$ cat src/cmd_port_pkg.sv
// constants, state layout and reset values of the serial command port
// assumes a single 100 MHz clock and an asynchronous active high reset
// Overview of operation
// - up to two data bytes are kept after each command address, each sent msb first and assembled in order.
// - reply bytes leave on the reply line msb first, lsb last.
// - every command bit is taken on a rising edge of the serial clock.
// - a command is carried out only when the select line rises, never mid-transfer.
// - the serial clock may idle either low or high between transfers.
package cmd_port_pkg;
  localparam int CLK_PERIOD_NS = 10;
  localparam real SEL_GAP_US = 1.0;
  localparam int SEL_GAP_CYC = int'(SEL_GAP_US * 1000.0) / CLK_PERIOD_NS;
  localparam int BYTE_BITS = 8;
  localparam logic [2:0] LAST_BIT = 3'h7;
  localparam logic [2:0] FIRST_BIT = 3'h0;
  localparam logic [1:0] MAX_DATA_BYTES = 2'h2;
  localparam logic SEL_IDLE = 1'b1;
  localparam logic SCLK_RST = 1'b0;

  typedef struct packed {
    logic sel_prev;
    logic sclk_prev;
    logic [2:0] bit_cnt;
    logic [7:0] shreg;
    logic addr_done;
    logic [1:0] nbytes;
    logic [7:0] addr;
    logic [15:0] data;
    logic [7:0] tx_sh;
    logic rdata;
    logic oe;
    logic cmd_valid;
    logic addr_valid;
    logic reply_load;
  } port_state_s;

  localparam port_state_s PORT_RST = '{
    sel_prev: SEL_IDLE, sclk_prev: SCLK_RST, bit_cnt: 3'h0, shreg: 8'h00,
    addr_done: 1'b0, nbytes: 2'h0, addr: 8'h00, data: 16'h0000, tx_sh: 8'h00,
    rdata: 1'b0, oe: 1'b0, cmd_valid: 1'b0, addr_valid: 1'b0, reply_load: 1'b0};

  typedef struct packed {
    logic ff1;
    logic ff2;
    logic ff3;
    logic lvl;
  } sync_state_s;
endpackage

$ cat src/pin_if.sv
// one pin on its way from the outside world to its filtered level
// assumes the raw side is asynchronous to clk
`timescale 1ns/1ps
interface pin_if;
  logic raw;
  logic lvl;
  modport sync (input raw, output lvl);
  modport user (output raw, input lvl);
endinterface

$ cat src/pin_sync.sv
// three-stage synchroniser with agreement filter for one pin
// assumes the pin toggles slower than a few clk periods
`timescale 1ns/1ps
module pin_sync #(
  parameter logic RST_LVL = 1'b0
) (
  input wire logic clk,
  input wire logic rst,
  pin_if.sync pin
);
  import cmd_port_pkg::*;

  sync_state_s st_r;
  sync_state_s st_nxt;

  // ff1 feeds ff2 only; a new level counts once ff2 and ff3 agree
  always_comb begin
    st_nxt = st_r;
    st_nxt.ff1 = pin.raw;
    st_nxt.ff2 = st_r.ff1;
    st_nxt.ff3 = st_r.ff2;
    if (st_r.ff2 == st_r.ff3) begin
      st_nxt.lvl = st_r.ff3;
    end
  end

  always_ff @(posedge clk or posedge rst) begin
    if (rst) begin
      st_r <= '{ff1: RST_LVL, ff2: RST_LVL, ff3: RST_LVL, lvl: RST_LVL};
    end else begin
      st_r <= st_nxt;
    end
  end

  assign pin.lvl = st_r.lvl;
endmodule

$ cat src/host_serial_command_port.sv
// serial command port: select, serial clock, command data in, reply data out
// assumes the host clock is far slower than clk (high and low of at least 100 ns)
`timescale 1ns/1ps
module host_serial_command_port (
  input wire logic clk,
  input wire logic rst,
  input wire logic select_n,
  input wire logic serial_clk,
  input wire logic command_data_in,
  output logic reply_data_out,
  output logic reply_data_oe,
  input wire logic reply_en,
  input wire logic [7:0] reply_data,
  output logic reply_load,
  output logic addr_valid,
  output logic cmd_valid,
  output logic [7:0] cmd_addr,
  output logic [15:0] cmd_data,
  output logic [1:0] cmd_len
);
  import cmd_port_pkg::*;

  pin_if sel_pin ();
  pin_if clk_pin ();
  pin_if din_pin ();

  assign sel_pin.raw = select_n;
  assign clk_pin.raw = serial_clk;
  assign din_pin.raw = command_data_in;

  ////////////////////////////////////////////////////////////////////////////
  // pin conditioning

  pin_sync #(.RST_LVL(SEL_IDLE)) u_sel_sync (.clk(clk), .rst(rst), .pin(sel_pin));
  pin_sync #(.RST_LVL(SCLK_RST)) u_clk_sync (.clk(clk), .rst(rst), .pin(clk_pin));
  pin_sync #(.RST_LVL(1'b0)) u_din_sync (.clk(clk), .rst(rst), .pin(din_pin));

  ////////////////////////////////////////////////////////////////////////////
  // transfer engine

  port_state_s st_r;
  port_state_s st_nxt;
  logic selected;
  logic sel_fall;
  logic sel_rise;
  logic sclk_rise;
  logic sclk_fall;
  logic [7:0] full_byte;

  // edges are taken from filtered levels; the clock idle level only decides whether a closing fall loads a reply byte
  assign selected = ~sel_pin.lvl;
  assign sel_fall = st_r.sel_prev & ~sel_pin.lvl;
  assign sel_rise = ~st_r.sel_prev & sel_pin.lvl;
  assign sclk_rise = ~st_r.sclk_prev & clk_pin.lvl;
  assign sclk_fall = st_r.sclk_prev & ~clk_pin.lvl;
  assign full_byte = {st_r.shreg[6:0], din_pin.lvl};

  always_comb begin
    st_nxt = st_r;
    st_nxt.sel_prev = sel_pin.lvl;
    st_nxt.sclk_prev = clk_pin.lvl;
    st_nxt.cmd_valid = 1'b0;
    st_nxt.addr_valid = 1'b0;
    st_nxt.reply_load = 1'b0;
    if (!selected) begin
      // clock edges while deselected are ignored, whichever level it idles at
      st_nxt.bit_cnt = FIRST_BIT;
      st_nxt.oe = 1'b0;
      // a partial trailing byte is dropped; only whole bytes count
      if (sel_rise && st_r.addr_done) begin
        st_nxt.cmd_valid = 1'b1;
      end
    end else if (sel_fall) begin
      // new transfer: address expected first
      st_nxt.bit_cnt = FIRST_BIT;
      st_nxt.addr_done = 1'b0;
      st_nxt.nbytes = 2'h0;
      st_nxt.data = 16'h0000;
      st_nxt.oe = 1'b0;
    end else begin
      if (sclk_rise) begin
        // msb arrives first, so shift left and enter at bit 0
        st_nxt.shreg = full_byte;
        st_nxt.bit_cnt = st_r.bit_cnt + 3'h1;
        if (st_r.bit_cnt == LAST_BIT) begin
          if (!st_r.addr_done) begin
            st_nxt.addr = full_byte;
            st_nxt.addr_done = 1'b1;
            st_nxt.addr_valid = 1'b1;
          end else if (st_r.nbytes != MAX_DATA_BYTES) begin
            // first data byte ends up in the upper half when two are sent
            st_nxt.data = {st_r.data[7:0], full_byte};
            st_nxt.nbytes = st_r.nbytes + 2'h1;
          end
        end
      end
      if (sclk_fall && st_r.addr_done) begin
        // drive on the falling edge so the host sees it stable at its rising edge
        if (st_r.bit_cnt == FIRST_BIT) begin
          st_nxt.rdata = reply_data[7];
          st_nxt.tx_sh = {reply_data[6:0], 1'b0};
          st_nxt.reply_load = 1'b1;
          st_nxt.oe = reply_en;
        end else begin
          st_nxt.rdata = st_r.tx_sh[7];
          st_nxt.tx_sh = {st_r.tx_sh[6:0], 1'b0};
        end
      end
    end
  end

  always_ff @(posedge clk or posedge rst) begin
    if (rst) begin
      st_r <= PORT_RST;
    end else begin
      st_r <= st_nxt;
    end
  end

  ////////////////////////////////////////////////////////////////////////////
  // outputs, all from the state register

  assign reply_data_out = st_r.rdata;
  assign reply_data_oe = st_r.oe;
  assign reply_load = st_r.reply_load;
  assign addr_valid = st_r.addr_valid;
  assign cmd_valid = st_r.cmd_valid;
  assign cmd_addr = st_r.addr;
  assign cmd_data = st_r.data;
  assign cmd_len = st_r.nbytes;

  ////////////////////////////////////////////////////////////////////////////
  // checks
  // each property restates one line of the contract on registered state

  property p_exec_at_select_rise;
    @(posedge clk) disable iff (rst)
      cmd_valid |-> $past(sel_rise) && $past(st_r.addr_done) && !selected;
  endproperty
  a_exec_at_select_rise: assert property (p_exec_at_select_rise)
    else $error("command executed without a select rise");

  property p_exec_follows_rise;
    @(posedge clk) disable iff (rst)
      (sel_rise && st_r.addr_done) |=> cmd_valid ##1 !cmd_valid;
  endproperty
  a_exec_follows_rise: assert property (p_exec_follows_rise)
    else $error("select rise did not give exactly one execute pulse");

  property p_sample_on_rise;
    @(posedge clk) disable iff (rst)
      (selected && !sel_fall && sclk_rise) |=>
        st_r.shreg[0] == $past(din_pin.lvl) && st_r.bit_cnt == $past(st_r.bit_cnt) + 3'h1;
  endproperty
  a_sample_on_rise: assert property (p_sample_on_rise)
    else $error("command bit not taken on serial clock rise");

  property p_address_first;
    @(posedge clk) disable iff (rst)
      (selected && !sel_fall && sclk_rise && st_r.bit_cnt == LAST_BIT && !st_r.addr_done)
        |=> addr_valid && st_r.addr_done && cmd_addr == $past(full_byte) && cmd_len == 2'h0;
  endproperty
  a_address_first: assert property (p_address_first)
    else $error("first byte not taken as command address");

  property p_data_order;
    @(posedge clk) disable iff (rst)
      (selected && !sel_fall && sclk_rise && st_r.bit_cnt == LAST_BIT && st_r.addr_done
        && st_r.nbytes == 2'h1) |=> cmd_data == {$past(st_r.data[7:0]), $past(full_byte)};
  endproperty
  a_data_order: assert property (p_data_order)
    else $error("data bytes not assembled first byte high");

  property p_reply_msb_first;
    @(posedge clk) disable iff (rst)
      (selected && !sel_fall && sclk_fall && st_r.addr_done && st_r.bit_cnt == FIRST_BIT)
        |=> reply_data_out == $past(reply_data[7]) && reply_load;
  endproperty
  a_reply_msb_first: assert property (p_reply_msb_first)
    else $error("reply byte did not start with its msb");

  property p_idle_clock_ignored;
    @(posedge clk) disable iff (rst)
      (!selected && !sel_fall) |=> st_r.bit_cnt == FIRST_BIT && !reply_data_oe;
  endproperty
  a_idle_clock_ignored: assert property (p_idle_clock_ignored)
    else $error("serial clock counted while deselected");

  // bytes past the second leave the assembled data alone
  property p_extra_bytes_ignored;
    @(posedge clk) disable iff (rst)
      (selected && !sel_fall && sclk_rise && st_r.bit_cnt == LAST_BIT && st_r.addr_done
        && st_r.nbytes == MAX_DATA_BYTES) |=> $stable(cmd_data) && cmd_len == MAX_DATA_BYTES;
  endproperty
  a_extra_bytes_ignored: assert property (p_extra_bytes_ignored)
    else $error("data byte past the second changed the command data");

  // later reply bits come from the shift register, one per falling edge
  property p_reply_shift;
    @(posedge clk) disable iff (rst)
      (selected && !sel_fall && sclk_fall && st_r.addr_done && st_r.bit_cnt != FIRST_BIT)
        |=> reply_data_out == $past(st_r.tx_sh[7]);
  endproperty
  a_reply_shift: assert property (p_reply_shift)
    else $error("reply bit not taken from the shift register");

  // a reply byte is only ever taken at the first falling edge of a byte
  property p_load_at_byte_start;
    @(posedge clk) disable iff (rst)
      reply_load |-> $past(sclk_fall) && $past(st_r.addr_done)
        && $past(st_r.bit_cnt) == FIRST_BIT;
  endproperty
  a_load_at_byte_start: assert property (p_load_at_byte_start)
    else $error("reply byte loaded away from a byte start");

  // an incomplete address byte never leads to an execute pulse
  property p_exec_needs_address;
    @(posedge clk) disable iff (rst)
      (sel_rise && !st_r.addr_done) |=> !cmd_valid;
  endproperty
  a_exec_needs_address: assert property (p_exec_needs_address)
    else $error("command executed without a complete address byte");
endmodule

$ cat config.mk
export PLATFORM = sky130hd
export DESIGN_NAME = host_serial_command_port
export DESIGN_NICKNAME = d
export VERILOG_FILES = /design/src/cmd_port_pkg.sv /design/src/pin_if.sv /design/src/pin_sync.sv /design/src/host_serial_command_port.sv
export SDC_FILE = /design/constraint.sdc
export NUM_CORES = 1
export LEC_CHECK = 0
export BUFFER_PORTS_ARGS = -buffer_cell sky130_fd_sc_hd__buf_2
export CAP_MARGIN = 20
export CORE_AREA = 3 3 89 91
export CTS_BUF_LIST = sky130_fd_sc_hd__clkbuf_8
export DETAILED_ROUTE_END_ITERATION = 12
export DIE_AREA = 0 0 92 94
export PLACE_DENSITY = 0.58
export SETUP_SLACK_MARGIN = 0.1
export SLEW_MARGIN = 20
export SYNTH_ARGS = -nofsm -noshare
export SYNTH_HDL_FRONTEND = slang
export SYNTH_SLANG_ARGS = --single-unit
$ cat constraint.sdc
create_clock -name clk -period 4.3 [get_ports clk]
set_input_delay 0.86 -clock clk [delete_from_list [all_inputs] [get_ports clk]]
set_output_delay 0.86 -clock clk [all_outputs]
set_load 0.03 [all_outputs]
==> impl_metrics.env <==
export IMPL_io_buffer_count=44
export IMPL_htreeDepth=3
export IMPL_vdd_drop_max_uv=158
export IMPL_rsz0062_at_grt="no"
export IMPL_drcViolationCount=0
export IMPL_grt_pass1_wl_microns=8340
export IMPL_ys_ff_latch=63
export IMPL_netlist_instances=236
export IMPL_hold_violations=0
export IMPL_synth_top_area_share=0.509
export IMPL_netlist_area_sq_um=2850
export IMPL_cts_sinks=63
export IMPL_dr_pass1_iters=4
export IMPL_drtAntennaViolNets=0
export IMPL_clk_latency_ns=0.33
export IMPL_worstPathRequired_ns=4.53
export IMPL_num_fill_cells=707
export IMPL_timing_final_max_slew_violations=0
export IMPL_finalNetCount=272
export IMPL_ys_seq_area_frac=0.555
export IMPL_grt_use_total=0.124
export IMPL_post_cts_resized=0
export IMPL_finalWirelength_microns=5000
export IMPL_n_antenna_cell=0
export IMPL_grt_pass1_vias=1743
export IMPL_layout_common_cells="58 x dfrtp_1, 44 x buf_2, 25 x mux2i_1"
export IMPL_clk_pin_slew_ns=0.07
export IMPL_antenna_found_initial=0
export IMPL_met2_wirelength_microns=2270
export IMPL_hp_class="reg2reg"
export IMPL_ctsHoldBuffers=0
export IMPL_syn_num_nets=255
export IMPL_grt_max_degree=40
export IMPL_cts_buffer_depth=2
export IMPL_ff_latch_area_sq_um=1580
export IMPL_setup_tns_final_ns=0
export IMPL_fin_util=0.435
export IMPL_fmax_mhz=469
export IMPL_synth_cell_type_count=34
export IMPL_maxCapViolCount=0
export IMPL_synth_area_leader_cell="dfrtp_1"
export IMPL_worst_setup_path_start_kind="flop"
export IMPL_final_min_clock_period_ns=2.13
export IMPL_cp_max_fo=17
export IMPL_top_layer="met4"
export IMPL_power_leakage_nw=1.65
export IMPL_wl_met1_microns=2420
export IMPL_synth_edf_count=0
export IMPL_syn_avg_cell_area_sq_um=12.1
export IMPL_slew_headroom=0.339
export IMPL_wl_met3_microns=238
export IMPL_drt_iter0_drc=75
export IMPL_total_power_mw=1.25
export IMPL_final_setup_viol_count=0
export IMPL_powerDensity_nw_per_um2=398
export IMPL_multi_input_area_sq_um=995
export IMPL_core_rowCount=31
export IMPL_area_delta_synth_final_pct=10.2
export IMPL_wl_per_cell_microns=14.0
export IMPL_endpoint_kind="flop"
export IMPL_worst_setup_path_type="reg2reg"
export IMPL_initial_core_util=0.395
export IMPL_outcome="finished clean"
export IMPL_via_per_inst=4.82
export IMPL_die_area_sq_um=8650
export IMPL_vias=1722
export IMPL_die_w_microns=92
export IMPL_async_flop_share=1.00
export IMPL_tritoncts="yes"
export IMPL_yosys_most_used_dff="dfrtp_1"
export IMPL_die_h_microns=94
export IMPL_io_pins=45
export IMPL_post_route_period_util=0.496
export IMPL_hpwl_microns=3270
export IMPL_drive_above_1_share=0.333
export IMPL_yosys_warnings=0
export IMPL_r2r_slack_ns=2.17
export IMPL_worst_slew_pin_slew_ns=0.990
export IMPL_fin_skew_ns=0.0104
export IMPL_synth_area_top_cells="dfrtp_1 51%, mux2i_1 8.8%, buf_4 7.1%, mux2_2 5.5%, dfstp_2 4.6%"
export IMPL_numCtsBuffers=9
export IMPL_final_common_cell="dfrtp_1"
export IMPL_root_buffer="clkbuf_8"
export IMPL_arrival_ns=2.36
export IMPL_post_cts_setup_buffers=0
export IMPL_overflow=0
export IMPL_core_sq_um=7210
export IMPL_place_congestion=0.715
-- path summary, 6_finish.rpt --
kind / start / end / cells past startpoint
max in group asynchronous: rst / u_sel_sync.st_nxt[2]$_DFF_PP1_ / 3
worst min-delay path: u_din_sync.st_nxt[2]$_DFF_PP0_ / u_din_sync.st_nxt[1]$_DFF_PP0_ / 0
worst max register to register: st_r[48]$_DFFE_PP0P_ / cmd_len[0]$_DFFE_PP0P_ / 5
worst min register to register: u_din_sync.st_nxt[2]$_DFF_PP0_ / u_din_sync.st_nxt[1]$_DFF_PP0_ / 0
min in group asynchronous: rst / u_clk_sync.st_nxt[2]$_DFF_PP0_ / 2
worst max-delay path: st_r[48]$_DFFE_PP0P_ / cmd_len[0]$_DFFE_PP0P_ / 5
-- per-layer routing --
layer,track usage,up-vias
li1,-,826
met1,0.165,861
met2,0.181,29
met3,0.0465,6
met4,0.0557,0
met5,0,-
-- area by class of cell --
type                       instances  area share
clock buffer                      10      0.0438
clock inverter                     6      0.0167
inverter                           4     0.00478
multi-input combinational        129       0.317
sequential                        63       0.504
tap                               99      0.0394
timing repair buffer              46      0.0749
-- registers in the layout, indices dropped and copies added (netlist names), 2 cells and up --
signal / count
cmd_addr: 8
cmd_data: 16
cmd_len: 2
full_byte: 7
st_r: 13
u_clk_sync.st_nxt: 2
u_din_sync.st_nxt: 2
u_sel_sync.st_nxt: 2
-- where the power goes --
| group | switching, mW | internal (mW) |
|---|---|---|
| clock network | 0.218 | 0.276 |
| logic | 0.0465 | 0.0397 |
| registers | 0.0411 | 0.629 |
| total | 0.306 | 0.945 |
-- worst max-delay path, stage by stage, from the launching register on --
cell and delay [ns]:
dfrtp_1 0.39, ha_1 0.19, ha_1 0.16, nand3b_1 0.13
or3_1 0.76, a32o_1 0.40
-- synth_stat cells, drive strengths merged (2+ instances only) --
master	n
a21oi	15
and3b	3
buf	32
clkbuf	8
dfrtp	58
dfstp	5
ha	5
inv	4
maj3	3
mux2	15
mux2i	25
nand2	18
nand2b	3
nand3b	3
nand4	17
nor2	8
nor2b	2
-- through the flow --
step	cells	hold WS [ns]	worst slack (ns)	area (sq um)
4_1_cts	357	0.351	2.16	3140
3_5_place_dp	341	0.337	2.17	2950
5_1_grt	357	0.360	2.07	3140
2_1_floorplan	236	0.331	1.88	2850
6_report	357	0.348	2.17	3140
3_3_place_gp	341	0.331	2.22	2950
-- cell families (layout without fill, tap and decap cells) --
| logic type | count (synthesis) | in the layout | synth area share |
|---|---|---|---|
| compound gates | 20 | 20 | 0.0408 |
| xor+xnor | 1 | 1 | 0.00307 |
| fa+ha+maj | 8 | 8 | 0.0325 |
| buf+inv | 44 | 66 | 0.0970 |
| flops | 63 | 63 | 0.555 |
| mux | 40 | 40 | 0.148 |
| simple gates | 60 | 60 | 0.123 |
No activity file was read; power rests on OpenSTA's default activity.
